File: src/design/svis_defs.svh
// Constants of the single-vector interrupt sequencer.
`ifndef SVIS_DEFS_SVH
`define SVIS_DEFS_SVH
// ----------------------------------------------------------------------
// Register map
// ----------------------------------------------------------------------
`define SVIS_CORE_CTRL_ADDR   8'hDF
`define SVIS_GIE_BIT          3
`define SVIS_CORE_CTRL_RST    8'h00
`define SVIS_PEND_ADDR        8'hE0
`define SVIS_SRC_EN_ADDR      8'hE1
`define SVIS_STATUS_ADDR      8'hE2
`define SVIS_IRQ_EN_ADDR      8'hE3
`define SVIS_IRQ_CLR_ADDR     8'hE4
`define SVIS_PC_LO_ADDR       8'hE5
`define SVIS_PC_HI_ADDR       8'hE6
`define SVIS_FLAGS_ADDR       8'hE7
`define SVIS_CMD_ADDR         8'hE8
`define SVIS_PEND_RST         8'h00
`define SVIS_SRC_EN_RST       8'h00
// ----------------------------------------------------------------------
// Vector and source layout
// ----------------------------------------------------------------------
`define SVIS_VEC_HI_ADDR      16'h0000
`define SVIS_VEC_LO_ADDR      16'h0001
`define SVIS_NUM_SRC          8
// Command register bits (core side).
`define SVIS_CMD_EI_BIT       0
`define SVIS_CMD_DI_BIT       1
`define SVIS_CMD_RET_BIT      2
`define SVIS_CMD_BOUND_BIT    3
// Status bits of the event interrupt.
`define SVIS_EV_ACK_BIT       0
`define SVIS_EV_DONE_BIT      1
`define SVIS_EV_RET_BIT       2
`define SVIS_NUM_EV           3
`endif

File: src/design/svis_pkg.sv
// Types shared by both ends of the interrupt sequencer.
package svis_pkg;
  // Interrupt machine states, Gray coded along the usual path.
  typedef enum logic [2:0] {
    SVIS_IDLE  = 3'h0,
    SVIS_CLR   = 3'h1,
    SVIS_PUSHL = 3'h3,
    SVIS_PUSHH = 3'h2,
    SVIS_PUSHF = 3'h6,
    SVIS_VECH  = 3'h7,
    SVIS_VECL  = 3'h5,
    SVIS_RETN  = 3'h4
  } svis_state_t;
endpackage : svis_pkg

File: src/design/svis_if.sv
// Link between peripheral sources and the core interrupt sequencer.
interface svis_if (
  input wire logic i_clk,
  input wire logic i_rst_n
);
  logic [7:0] set_pend;  // One-cycle pulses, one per source.
  logic [7:0] pend;      // Pending flags held by the source end.
  logic [7:0] src_en;    // Per-source enables.
  logic       irq;       // Combined request toward the core.
  logic       ack;       // Acknowledge pulse from the core.
  logic       stack_we;  // Stack push strobe.
  logic [7:0] stack_data;
  logic       mem_re;    // Vector fetch strobe.
  logic [15:0] mem_addr;
  logic [7:0] mem_data;  // Vector byte, valid the cycle after mem_re.

  modport src_end (
    input  i_clk, i_rst_n, set_pend, ack,
    output pend, src_en, irq
  );
  modport core_end (
    input  i_clk, i_rst_n, irq, mem_data,
    output ack, stack_we, stack_data, mem_re, mem_addr
  );
endinterface : svis_if

File: src/design/svis_core_end.sv
// Core end: global enable, acknowledge and the interrupt machine cycle.
//
// The implementer's own choice: the plain strobed port.
`include "svis_defs.svh"
module svis_core_end
  import svis_pkg::*;
(
  // Link.
  svis_if.core_end  lnk,
  // Core state to be saved.
  input  wire logic [15:0] i_pc,
  input  wire logic [7:0]  i_flags,
  // Software port.
  input  wire logic [7:0]  i_addr,
  input  wire logic [7:0]  i_wdata,
  input  wire logic        i_we,
  input  wire logic        i_re,
  output logic      [7:0]  o_rdata,
  // Results.
  output logic      [15:0] o_branch_addr,
  output logic             o_branch,
  output logic             o_busy,
  output logic             o_irq
);
  svis_state_t state_reg, state_next;
  logic [7:0]  ctrl_reg;
  logic [15:0] pc_reg;
  logic [7:0]  flags_reg;
  logic [7:0]  vec_hi_reg;
  logic [15:0] branch_reg;
  logic        branch_reg_q;
  logic [`SVIS_NUM_EV-1:0] stat_reg, irq_en_reg, ev;
  logic        gie;
  logic        cmd_wr, take, ret, bound;
  logic        ctrl_wr;

  assign gie     = ctrl_reg[`SVIS_GIE_BIT];
  assign cmd_wr  = i_we && (i_addr == `SVIS_CMD_ADDR);
  assign ctrl_wr = i_we && (i_addr == `SVIS_CORE_CTRL_ADDR);
  assign bound   = cmd_wr && i_wdata[`SVIS_CMD_BOUND_BIT];
  assign ret     = cmd_wr && i_wdata[`SVIS_CMD_RET_BIT];
  // Taken only at an instruction boundary with both enables present.
  // A flag left pending while masked is taken at the next boundary.
  // Boundary strobes that land while busy are dropped on purpose, so
  // a second request cannot restart a machine cycle halfway through.
  assign take = bound && gie && lnk.irq
             && (state_reg == SVIS_IDLE);

  // ----------------------------------------------------------------------
  // Interrupt machine state.
  // ----------------------------------------------------------------------
  always_comb begin
    state_next = state_reg;
    case (state_reg)
      SVIS_IDLE:  state_next = take ? SVIS_CLR : SVIS_IDLE;
      SVIS_CLR:   state_next = SVIS_PUSHL;
      SVIS_PUSHL: state_next = SVIS_PUSHH;
      SVIS_PUSHH: state_next = SVIS_PUSHF;
      SVIS_PUSHF: state_next = SVIS_VECH;
      SVIS_VECH:  state_next = SVIS_VECL;
      SVIS_VECL:  state_next = SVIS_RETN;
      SVIS_RETN:  state_next = SVIS_IDLE;
      default:    state_next = SVIS_IDLE;
    endcase
  end

  always_ff @(posedge lnk.i_clk) begin
    if (!lnk.i_rst_n) begin
      state_reg <= SVIS_IDLE;
    end else begin
      state_reg <= state_next;
    end
  end

  // Acknowledge precedes any push or fetch of the routine address.
  assign lnk.ack = take;
  assign o_busy  = (state_reg != SVIS_IDLE);

  // ----------------------------------------------------------------------
  // Global enable. Reset leaves it clear; software must enable it.
  // ----------------------------------------------------------------------
  always_ff @(posedge lnk.i_clk) begin
    if (!lnk.i_rst_n) begin
      ctrl_reg <= `SVIS_CORE_CTRL_RST;
    end else if (take) begin
      ctrl_reg[`SVIS_GIE_BIT] <= 1'b0;
    end else if (ret) begin
      ctrl_reg[`SVIS_GIE_BIT] <= 1'b1;
    end else if (cmd_wr && i_wdata[`SVIS_CMD_EI_BIT]) begin
      ctrl_reg[`SVIS_GIE_BIT] <= 1'b1;
    end else if (cmd_wr && i_wdata[`SVIS_CMD_DI_BIT]) begin
      ctrl_reg[`SVIS_GIE_BIT] <= 1'b0;
    end else if (ctrl_wr) begin
      ctrl_reg <= i_wdata;
    end
  end

  // Capture the state to push at acknowledge; the core may move on.
  always_ff @(posedge lnk.i_clk) begin
    if (!lnk.i_rst_n) begin
      pc_reg    <= 16'h0000;
      flags_reg <= 8'h00;
    end else if (take) begin
      pc_reg    <= i_pc;
      flags_reg <= i_flags;
    end
  end

  // ----------------------------------------------------------------------
  // Stack pushes and vector fetches.
  // ----------------------------------------------------------------------
  always_comb begin
    lnk.stack_we   = 1'b0;
    lnk.stack_data = 8'h00;
    lnk.mem_re     = 1'b0;
    lnk.mem_addr   = 16'h0000;
    case (state_reg)
      SVIS_PUSHL: begin
        lnk.stack_we   = 1'b1;
        lnk.stack_data = pc_reg[7:0];
      end
      SVIS_PUSHH: begin
        lnk.stack_we   = 1'b1;
        lnk.stack_data = pc_reg[15:8];
      end
      SVIS_PUSHF: begin
        lnk.stack_we   = 1'b1;
        lnk.stack_data = flags_reg;
        lnk.mem_re     = 1'b1;
        lnk.mem_addr   = `SVIS_VEC_HI_ADDR;
      end
      SVIS_VECH: begin
        lnk.mem_re     = 1'b1;
        lnk.mem_addr   = `SVIS_VEC_LO_ADDR;
      end
      default: begin
        lnk.mem_re     = 1'b0;
      end
    endcase
  end

  // Vector bytes arrive one cycle after each fetch strobe.
  always_ff @(posedge lnk.i_clk) begin
    if (!lnk.i_rst_n) begin
      vec_hi_reg   <= 8'h00;
      branch_reg   <= 16'h0000;
      branch_reg_q <= 1'b0;
    end else begin
      branch_reg_q <= (state_reg == SVIS_VECL);
      if (state_reg == SVIS_VECH) begin
        vec_hi_reg <= lnk.mem_data;
      end
      if (state_reg == SVIS_VECL) begin
        branch_reg <= {vec_hi_reg, lnk.mem_data};
      end
    end
  end
  assign o_branch_addr = branch_reg;
  assign o_branch      = branch_reg_q;

  // ----------------------------------------------------------------------
  // Event status, enable and level interrupt.
  // ----------------------------------------------------------------------
  assign ev = {ret, branch_reg_q, take};

  // A new event wins over a clear written in the same cycle.
  always_ff @(posedge lnk.i_clk) begin
    if (!lnk.i_rst_n) begin
      stat_reg <= '0;
    end else begin
      for (int k = 0; k < `SVIS_NUM_EV; k++) begin
        if (ev[k]) begin
          stat_reg[k] <= 1'b1;
        end else if (i_we && i_addr == `SVIS_IRQ_CLR_ADDR && i_wdata[k]) begin
          stat_reg[k] <= 1'b0;
        end
      end
    end
  end

  always_ff @(posedge lnk.i_clk) begin
    if (!lnk.i_rst_n) begin
      irq_en_reg <= '0;
    end else if (i_we && i_addr == `SVIS_IRQ_EN_ADDR) begin
      irq_en_reg <= i_wdata[`SVIS_NUM_EV-1:0];
    end
  end
  assign o_irq = |(stat_reg & irq_en_reg);

  // Read data one cycle after the strobe; unmapped reads return zero.
  always_ff @(posedge lnk.i_clk) begin
    if (!lnk.i_rst_n) begin
      o_rdata <= 8'h00;
    end else if (i_re) begin
      case (i_addr)
        `SVIS_CORE_CTRL_ADDR: o_rdata <= ctrl_reg;
        `SVIS_STATUS_ADDR:    o_rdata <= {5'h00, stat_reg};
        `SVIS_IRQ_EN_ADDR:    o_rdata <= {5'h00, irq_en_reg};
        `SVIS_PC_LO_ADDR:     o_rdata <= pc_reg[7:0];
        `SVIS_PC_HI_ADDR:     o_rdata <= pc_reg[15:8];
        `SVIS_FLAGS_ADDR:     o_rdata <= flags_reg;
        default:              o_rdata <= 8'h00;
      endcase
    end else begin
      o_rdata <= 8'h00;
    end
  end
endmodule : svis_core_end

File: src/flat_wrapper.sv
// flat-port wrapper written by rule: the top's interface ports become plain ports
module svis_core_end_flat import svis_pkg::*;
  (i_pc, i_flags, i_addr, i_wdata, i_we, i_re, o_rdata, o_branch_addr, o_branch, o_busy, o_irq, i_clk, i_rst_n, lnk_irq, lnk_mem_data, lnk_ack, lnk_stack_we, lnk_stack_data, lnk_mem_re, lnk_mem_addr);
  svis_if lnk_i (.i_clk(i_clk), .i_rst_n(i_rst_n));
  input  wire logic [15:0] i_pc;
  input  wire logic [7:0] i_flags;
  input  wire logic [7:0] i_addr;
  input  wire logic [7:0] i_wdata;
  input  wire logic i_we;
  input  wire logic i_re;
  output logic      [7:0] o_rdata;
  output logic      [15:0] o_branch_addr;
  output logic o_branch;
  output logic o_busy;
  output logic o_irq;
  input wire logic i_clk;
  input wire logic i_rst_n;
  input wire logic [$bits(lnk_i.irq)-1:0] lnk_irq;
  input wire logic [$bits(lnk_i.mem_data)-1:0] lnk_mem_data;
  output wire logic [$bits(lnk_i.ack)-1:0] lnk_ack;
  output wire logic [$bits(lnk_i.stack_we)-1:0] lnk_stack_we;
  output wire logic [$bits(lnk_i.stack_data)-1:0] lnk_stack_data;
  output wire logic [$bits(lnk_i.mem_re)-1:0] lnk_mem_re;
  output wire logic [$bits(lnk_i.mem_addr)-1:0] lnk_mem_addr;
  assign lnk_i.irq = lnk_irq;
  assign lnk_i.mem_data = lnk_mem_data;
  assign lnk_ack = lnk_i.ack;
  assign lnk_stack_we = lnk_i.stack_we;
  assign lnk_stack_data = lnk_i.stack_data;
  assign lnk_mem_re = lnk_i.mem_re;
  assign lnk_mem_addr = lnk_i.mem_addr;
  svis_core_end u_core (.lnk(lnk_i), .i_pc(i_pc), .i_flags(i_flags), .i_addr(i_addr), .i_wdata(i_wdata), .i_we(i_we), .i_re(i_re), .o_rdata(o_rdata), .o_branch_addr(o_branch_addr), .o_branch(o_branch), .o_busy(o_busy), .o_irq(o_irq));
endmodule
File: config.mk
export PLATFORM = sky130hd
export DESIGN_NAME = svis_core_end_flat
export DESIGN_NICKNAME = d
export VERILOG_FILES = /design/src/design/svis_pkg.sv /design/src/design/svis_if.sv /design/src/design/svis_core_end.sv /design/src/flat_wrapper.sv
export VERILOG_INCLUDE_DIRS = /design/src /design/src/design
export SDC_FILE = /design/constraint.sdc
export NUM_CORES = 1
export LEC_CHECK = 0
export ABC_CLOCK_PERIOD_IN_PS = 1800
export BUFFER_PORTS_ARGS = -buffer_cell sky130_fd_sc_hd__buf_4
export CORE_MARGIN = 2
export CORE_UTILIZATION = 29
export DETAILED_ROUTE_END_ITERATION = 8
export SLEW_MARGIN = 10
export SYNTH_ARGS = -nofsm -noshare
export SYNTH_HDL_FRONTEND = slang
export SYNTH_SLANG_ARGS = --single-unit
File: constraint.sdc
create_clock -name i_clk -period 1.8 [get_ports i_clk]
set_clock_uncertainty 0.05 [all_clocks]
set_input_delay 0.36 -clock i_clk [delete_from_list [all_inputs] [get_ports i_clk]]
set_output_delay 0.36 -clock i_clk [all_outputs]
set_load 0.05 [all_outputs]
# Yosys cells after proc, flatten, opt, wreduce, memory -nomap -nowiden
# Index checks and enable logic that the tools add are counted.
# word_totals
out_inout_bits,54
reg_bits,74
in_bits,53
wordCells,77
# op_classes
bitwise,6
n_eq_ne,15
n_mux,17
reduce_logical,26
# op_table
operator,n
"8-bit == test, second input constant",8
8-bit case mux with 6 select lines,1
3-bit case mux with 8 select lines,1
8-bit case mux with 3 select lines,1
1-bit logical AND,14
1-bit two-way mux,13
"3-bit == test, second input constant",4
"3-bit by 2-bit == test with 1-bit output, second input constant",2
2-bit nonzero test,3
3-bit OR reduction,2
1-bit NOT,5
5-bit AND reduction,1
4-bit two-way mux,1
4-bit nonzero test,1
2-bit OR reduction,2
3-bit bitwise AND,1
"3-bit by 1-bit == test with 1-bit output, second input constant",1
3-bit zero test,1
3-bit nonzero test,1
2-bit AND reduction,1

# Depth between registers and ports, before layout
# Gate-level depths: netlist (run 1).
# logic_depth
ltp_word,8
mapped_depth,6
mapped_depth_nobuf,5

# Least setup slack after synthesis (run 1)
# OpenSTA, ideal clock, no wires.
# synth_path
kind,reg2reg
start,reg (tool-made name)
end,reg u_core.vec_hi_reg[0]
arrival_ps,1815
path_buffers,1
path_stages_with_launch,7
path_slack_ps,-191
required_time_ps,1624
period_less_slack_ps,1991
setup_time_ps,126
path_cell_list,dfxtp_1 buf_2 and2_1 nand2_1 clkinv_1 nand2_1 a21boi_0
# synth_rtl
element,line,text
to (signal assigned),svis_core_end.sv:151,vec_hi_reg <= lnk.mem_data;
to (decl),svis_core_end.sv:29,logic [7:0] vec_hi_reg;

==> qor.csv, run 1 <==
metric,value,unit
power.density,771,nW/um2
crit_family,simple AND/OR/NAND/NOR gates,
layout_setup_ws,-0.121,ns
power.leakage,1.88,nW
ys_types,49,
clock.fmax,520,MHz
htree_levels,3,
criticalPathCategory,reg -> out,
critPathBufInv,2,
cp-end-kind,primary output,
port_buffers,91,
layout-drive-gt1-share,32.2,%
nNetsFinal,566,
multi_input_area,1950,um2
path_cells,or3_4 > nor2_4 > nand2_2 > clkinvlp_4 > buf_8,
seq_power_share,42.7,%
yosysSeqAreaShare,40.8,%
fin_crit,1.92,ns
dr.pass1.iters,4,
switchingPower,0.000864,W
fin_cells,686,
antenna_left,0,
num-fill-cells,1245,
violations,negative setup slack,
synthTopCellsByArea,"dfxtp_1, nand2_1, a21boi_0",
grt_util_met3,5.44,%
syn_avg_cell_area,8.83,um2
drt_iter0_drc,149,
use_met1,19.8,%
numCtsBuffers,9,
synth_common_cells,"dfxtp_1, nand2_1, nand3_1",
drv_cap,0,
use_met2,25.5,%
critical_path.max_stage_delay,0.39,ns
drc_errors,0,
n_antenna_cell,0,
cp_max_fo,2,
cts_root_buf,clkbuf_16,
synthFlopType,dfxtp_1,
die_x,116,um
wl,10300,um
p_sw_share,22.6,%
grt-ovfl-total,0,
grt_pass1_vias,3220,
required,1.39,ns
worst_ep_arrival_time,1.51,ns
cts.sinks,74,
core,12100,um2
min_period_over_period,107,%
hold_violations,0,
yosys_warnings,0,
synthCells,411,
ir_drop,467,uV
comb_power_share,7.2,%
start_kind,register,
timing.hold.ws,0.203,ns
cts_hold_buf,0,
synth_top_cell_area_share,40.8,%
synth_seq_cells,74,
grt_max_degree,36,
yosysTopAreaCell,dfxtp_1,
cts_buffer_depth,2,
setup_viol,11,
yosysMostFrequentCell,dfxtp_1,
placed_cells,668,
routabilityCongestion,0.812,
vias,3198,
hp-class,in -> reg,
power,0.00383,W
async_reset_ff_share,0,%
grt_use_total,15.8,%
synthToLayoutAreaGrowth,37.0,%
die_y,116,um
regArea,1490,um2
slew_violations,0,
busiest_layer,met2,
clk-insertion-delay-late,0.34,ns
dp_slack,-0.0177,ns
grt_first_pass_wirelength,16500,um
antenna_found_initial,0,
row_count,40,
vias_per_cell,4.66,
dieArea,13400,um2
tritoncts,built,
intPower,0.00297,W
path_clk_slew,0.06,ns
p_clk_share,50.1,%
wl_per_cell,15.0,um
post-dp-hpwl,7490,um
synth_edf_count,0,
initial_core_util,30.0,%
io_pins,107,
synthesis.area,3630,um2
fin_area,4970,um2
worst_path_max_delay_cell,or3_4,
rsz0062_at_grt,yes,
place_area,4570,um2
outcome,"finished, violations left",
## layout make-up
cell class | instances | area share (%)
clock buffer | 9 | 4.53
clock inverter | 7 | 1.89
inverter | 6 | 0.629
multi-input combinational | 304 | 39.2
sequential | 74 | 29.9
tap | 168 | 4.23
timing repair buffer | 118 | 19.6
## power by group through the flow
stage / clock [W] / combinational (W) / sequential (W)
final: 0.00192 / 0.000275 / 0.00164
after CTS: 0.00196 / 0.000275 / 0.00164
after detailed placement: 0 / 0.000274 / 0.00167
after global placement: 0 / 0.000273 / 0.00167
after global routing: 0.00203 / 0.000293 / 0.00164
after floorplan: 0 / 0.000160 / 0.00167
## stage by stage
step	utilization, %	setup TNS (ns)
6_report	41.1	-0.556
3_5_place_dp	37.7	-0.0824
3_3_place_gp	37.7	-0.0301
5_1_grt	41.1	-3.00
2_1_floorplan	-	0
4_1_cts	41.0	-0.734
## path summary, 6_finish.rpt
path         cells after the start  slack [ns]                               from                               endpoint
max                              5       -0.12                           register                                lnk_ack
min                              2        0.20                         i_wdata[1]        u_core.stat_reg[1]$_SDFFE_PN0P_
max reg2reg                      5       -0.01                           register         u_core.pc_reg[15]$_SDFFE_PN0P_
min reg2reg                      2        0.41  u_core.vec_hi_reg[4]$_SDFFE_PN0P_  u_core.o_branch_addr[12]$_SDFFE_PN0P_
## timing repair
item,in CTS,in global routing
gates resized for setup,24,4
setup endpoints to repair,11,36
pin swaps,0,0
setup buffers,2,0
## metal layers
| layer | share of wire (%) | wire [um] | vias up |
|---|---|---|---|
| met3 | 7.5 | 768 | 12 |
| met5 | 0 | 0 | - |
| met4 | 1.4 | 145 | 0 |
| met2 | 46 | 4730 | 93 |
| li1 | - | - | 1619 |
| met1 | 45 | 4640 | 1474 |
## logic make-up after synthesis
family	synth area share, %
flip-flops	40.8
buffers and inverters	7.28
multiplexers	8.38
AO/OA/AOI/OAI	20.3
other	0.103
AND/OR/NAND/NOR	23.1
## placed cells by master (no fill, tap or decap), types with 10 or more instances in the layout
cell / count
mux2i_1: 18
buf_6: 10
buf_4: 103
conb_1: 15
nand2_1: 57
a21boi_1: 24
o21ai_1: 28
mux2_2: 11
nand3_1: 32
a21boi_0: 26
dfxtp_1: 72
nor2b_1: 11
(Power assumes the default switching activity.)
==> run 2, diff against run 1 <==
--- a/config.mk
+++ b/config.mk
@@ -8,6 +8,7 @@
 export LEC_CHECK = 0
 export ABC_CLOCK_PERIOD_IN_PS = 1800
 export BUFFER_PORTS_ARGS = -buffer_cell sky130_fd_sc_hd__buf_4
+export CORE_ASPECT_RATIO = 1.25
 export CORE_MARGIN = 2
 export CORE_UTILIZATION = 29
 export DETAILED_ROUTE_END_ITERATION = 8
==> run 2 against run 1 <==
Effect of this change: the run still ends with negative setup slack left; sequential cell count unchanged; count of clock-buffer cells in the layout increased by 1; sequential power barely moved; setup slack better by 0.0086 ns; core utilization down 0.16 points; critical path depth unchanged; global-route usage is 0.44 points lower; wire length is 2.3% lower; register-to-register slack improved by 0.13 ns; highest routed layer unchanged.
==> qor.csv, run 2 (same netlist as run 1, synthesis figures left out) <==
metric,value,unit
outcome,"finished, violations left",
violations,negative setup slack,
drt_iter0_drc,175,
antenna_left,0,
grt-ovfl-total,0,
nNetsFinal,568,
layout-drive-gt1-share,32.5,%
wl,10100,um
setup_viol,9,
cts_buffer_depth,2,
comb_power_share,7.3,%
criticalPathCategory,reg -> out,
start_kind,register,
required,1.39,ns
power,0.00372,W
final_cell_mix,"buf_4, dfxtp_1, nand2_1",
cp_max_fo,3,
htree_levels,3,
grt_max_degree,33,
grt_pass1_vias,3298,
slew_violations,0,
final_util,40.9,%
dr.pass1.iters,4,
antenna_found_initial,0,
grt_use_total,15.3,%
dp_slack,-0.0624,ns
drc_errors,0,
switchingPower,0.000852,W
intPower,0.00287,W
wl_per_cell,14.7,um
clk-insertion-delay-late,0.33,ns
grt_first_pass_wirelength,16400,um
hold_violations,0,
die_x,104,um
core,12200,um2
cts.sinks,74,
port_buffers,91,
path_clk_slew,0.06,ns
min_period_over_period,106,%
dieArea,13400,um2
synthToLayoutAreaGrowth,37.1,%
cp-end-kind,primary output,
fin_crit,1.91,ns
row_count,45,
numCtsBuffers,9,
timing.hold.ws,0.222,ns
clock.fmax,523,MHz
io_pins,107,
hp-class,in -> reg,
rsz0062_at_grt,yes,
n_antenna_cell,0,
p_clk_share,48.7,%
vias_per_cell,4.76,
cts_root_buf,clkbuf_16,
initial_core_util,29.8,%
layout_commonest_cell,buf_4,
routabilityCongestion,0.840,
drv_cap,0,
power.leakage,1.89,nW
p_sw_share,22.9,%
layout_setup_ws,-0.113,ns
tritoncts,built,
die_y,129,um
vias,3257,
worst_ep_arrival_time,1.50,ns
post-dp-hpwl,7280,um
ir_drop,426,uV
power.density,747,nW/um2
seq_power_share,44.0,%
==> run 2: final cells by class <==
type | instances | area, um2
multi-input cells | 304 | 1950
clock buffers | 10 | 239
fillers | 1235 | 7190
well taps | 164 | 205
repair buffers | 120 | 993
flip-flops and latches | 74 | 1490
clock inverters | 6 | 65.1
inverters | 6 | 31.3
==> run 2: power groups by stage <==
| stage | registers, W | clock network, W | logic (W) |
|---|---|---|---|
| finish | 0.00164 | 0.00181 | 0.000271 |
| detailed placement | 0.00167 | 0 | 0.000270 |
| global placement | 0.00167 | 0 | 0.000269 |
| floorplan | 0.00167 | 0 | 0.000160 |
| global route | 0.00164 | 0.00192 | 0.000287 |
| CTS | 0.00164 | 0.00186 | 0.000271 |
==> run 2: critical path, stage by stage, from the launching register on <==
cell and delay, ns:
dfxtp_4 0.37, or3_4 0.36, nor2_4 0.10, nand2_2 0.09, clkinvlp_4 0.11, buf_8 0.14
==> run 2: worst paths after layout <==
check,start,end,slack (ns),cells after the start
max,u_core.state_reg[0]$_SDFF_PN0_,lnk_ack,-0.11,5
min,i_wdata[1],u_core.stat_reg[1]$_SDFFE_PN0P_,0.22,2
max reg2reg,u_core.state_reg[0]$_SDFF_PN0_,u_core.pc_reg[15]$_SDFFE_PN0P_,0.12,5
min reg2reg,u_core.ctrl_reg[4]$_SDFFE_PN0P_,u_core.o_rdata[4]$_SDFF_PN0_,0.41,2
==> run 2: routing by layer <==
metal / track usage [%] / share of wire, % / wire length [um] / vias up
li1: - / - / - / 1627
met2: 26.2 / 49 / 4900 / 83
met3: 3.32 / 4.5 / 450 / 15
met5: 0 / 0 / 0 / -
met4: 6.76 / 1.9 / 195 / 0
met1: 18.7 / 45 / 4500 / 1532
==> run 2: per-stage QoR <==
stage | setup TNS [ns] | area (um2) | cells
6_report | -0.562 | 4970 | 684
5_1_grt | -1.18 | 4970 | 684
4_1_cts | -0.930 | 4970 | 684
3_5_place_dp | -0.681 | 4540 | 664
3_3_place_gp | -0.237 | 4540 | 664
2_1_floorplan | 0 | 3700 | 425
==> run 2: what timing repair did <==
action	CTS	global route
buffers inserted	3	0
endpoints found under the setup margin	10	12
cloned	1	0
gates resized for setup	28	4
hold buffers	0	0
pin swaps	1	2
==> run 3, diff against run 2 <==
--- a/config.mk
+++ b/config.mk
@@ -9,7 +9,7 @@
 export ABC_CLOCK_PERIOD_IN_PS = 1800
 export BUFFER_PORTS_ARGS = -buffer_cell sky130_fd_sc_hd__buf_4
 export CORE_ASPECT_RATIO = 1.25
-export CORE_MARGIN = 2
+export CORE_MARGIN = 4
 export CORE_UTILIZATION = 29
 export DETAILED_ROUTE_END_ITERATION = 8
 export SLEW_MARGIN = 10
==> run 3 against run 2 <==
Effect of this change: the flow still finishes with violations (negative setup slack); cell area increased by 2.5%; setup slack got worse by 0.014 ns; maximum frequency decreased by 0.73%.
==> qor.csv, run 3 (same netlist as run 1, synthesis figures left out) <==
metric,value,unit
io_pins,107,
fin_crit,1.93,ns
crit_family,simple AND/OR/NAND/NOR gates,
outcome,"finished, violations left",
power.density,805,nW/um2
dieArea,14400,um2
hp-class,in -> reg,
power,0.00411,W
path_cells,or3_4 > nor2_4 > nand2_2 > clkinvlp_4 > buf_8,
synthToLayoutAreaGrowth,40.5,%
comb_power_share,6.6,%
num-fill-cells,1227,
post-dp-hpwl,7630,um
wl,10600,um
numCtsBuffers,9,
grt_first_pass_wirelength,17000,um
start_kind,register,
route.met3.wl,614,um
regArea,1490,um2
ir_drop,406,uV
path_clk_slew,0.06,ns
vias,3252,
rsz0062_at_grt,yes,
tritoncts,built,
critPathBufInv,2,
grt_use_total,14.9,%
p_sw_share,20.7,%
antenna_left,0,
timing.hold.ws,0.232,ns
place_area,4550,um2
die_y,133,um
htree_levels,3,
worst_path_max_delay_cell,dfxtp_4,
switchingPower,0.000850,W
required,1.39,ns
drt_iter0_drc,194,
dr.pass1.iters,4,
n_antenna_cell,0,
antenna_found_initial,0,
grt-ovfl-total,0,
port_buffers,91,
criticalPathCategory,reg -> out,
power.leakage,1.94,nW
routabilityCongestion,0.834,
clock.fmax,519,MHz
clk-insertion-delay-late,0.33,ns
critical_path.max_stage_delay,0.38,ns
worst_ep_arrival_time,1.52,ns
wl_met1,4470,um
intPower,0.00326,W
drv_cap,0,
cts_buffer_depth,2,
core,12200,um2
cts_root_buf,clkbuf_16,
drc_errors,0,
vias_per_cell,4.73,
grt_max_degree,32,
min_period_over_period,107,%
setup_tns,-0.917,ns
fin_area,5100,um2
violations,negative setup slack,
p_clk_share,53.5,%
seq_power_share,39.9,%
layout_commonest_cell,buf_4,
setup_viol,11,
initial_core_util,29.7,%
layout_setup_ws,-0.127,ns
die_x,108,um
met2_length,5300,um
nNetsFinal,571,
multi_input_area,1990,um2
highest_layer,met4,
cp_max_fo,4,
cts.sinks,74,
layout-drive-gt1-share,34.0,%
hold_violations,0,
row_count,45,
grt_pass1_vias,3324,
cts_hold_buf,0,
wl_per_cell,15.4,um
final_cell_mix,"buf_4, dfxtp_1, nand2_1",
slew_violations,0,
cp-end-kind,primary output,
-- run 3: metal layers --
metal  GRT usage [%]  vias up
li1                -     1637
met1            18.3     1507
met2            24.7       96
met3            4.15       12
met4            5.61        0
met5               0        -
-- run 3: worst paths after layout --
check,from,to,slack [ns],cells after the start
max,u_core.state_reg[0]$_SDFF_PN0_,lnk_ack,-0.13,5
min,i_wdata[1],u_core.stat_reg[1]$_SDFFE_PN0P_,0.23,2
max reg2reg,u_core.state_reg[0]$_SDFF_PN0_,u_core.pc_reg[1]$_SDFFE_PN0P_,0.02,6
min reg2reg,u_core.vec_hi_reg[7]$_SDFFE_PN0P_,u_core.vec_hi_reg[7]$_SDFFE_PN0P_,0.41,2
-- run 3: stage by stage --
stage                     worst slack [ns]  instances  utilization, %
after floorplan                    0.00571        425               -
after global placement             -0.0620        665            37.2
after detailed placement           -0.0546        665            37.2
after CTS                           -0.135        684            41.0
after global routing                -0.184        687            41.7
final                               -0.127        687            41.7
-- run 3: layout make-up --
class / count / area share (%)
clock buffers: 10 / 4.49
clock inverters: 6 / 2.70
inverters: 6 / 0.614
multi-input cells: 304 / 39.0
flip-flops and latches: 74 / 29.2
well taps: 164 / 4.03
repair buffers: 123 / 20.1
-- run 3: power by group through the flow --
stage	Combinational (W)	Sequential [W]	Clock (W)
finish	0.000272	0.00164	0.00220
CTS	0.000272	0.00164	0.00224
global route	0.000289	0.00164	0.00234
detailed placement	0.000271	0.00167	0
floorplan	0.000160	0.00167	0
global placement	0.000269	0.00167	0
-- run 3: what timing repair did --
action / in CTS / in global routing
cloned: 1 / 1
setup endpoints to repair: 11 / 13
pin swaps: 1 / 8
gates resized for setup: 17 / 24
setup buffers: 2 / 2
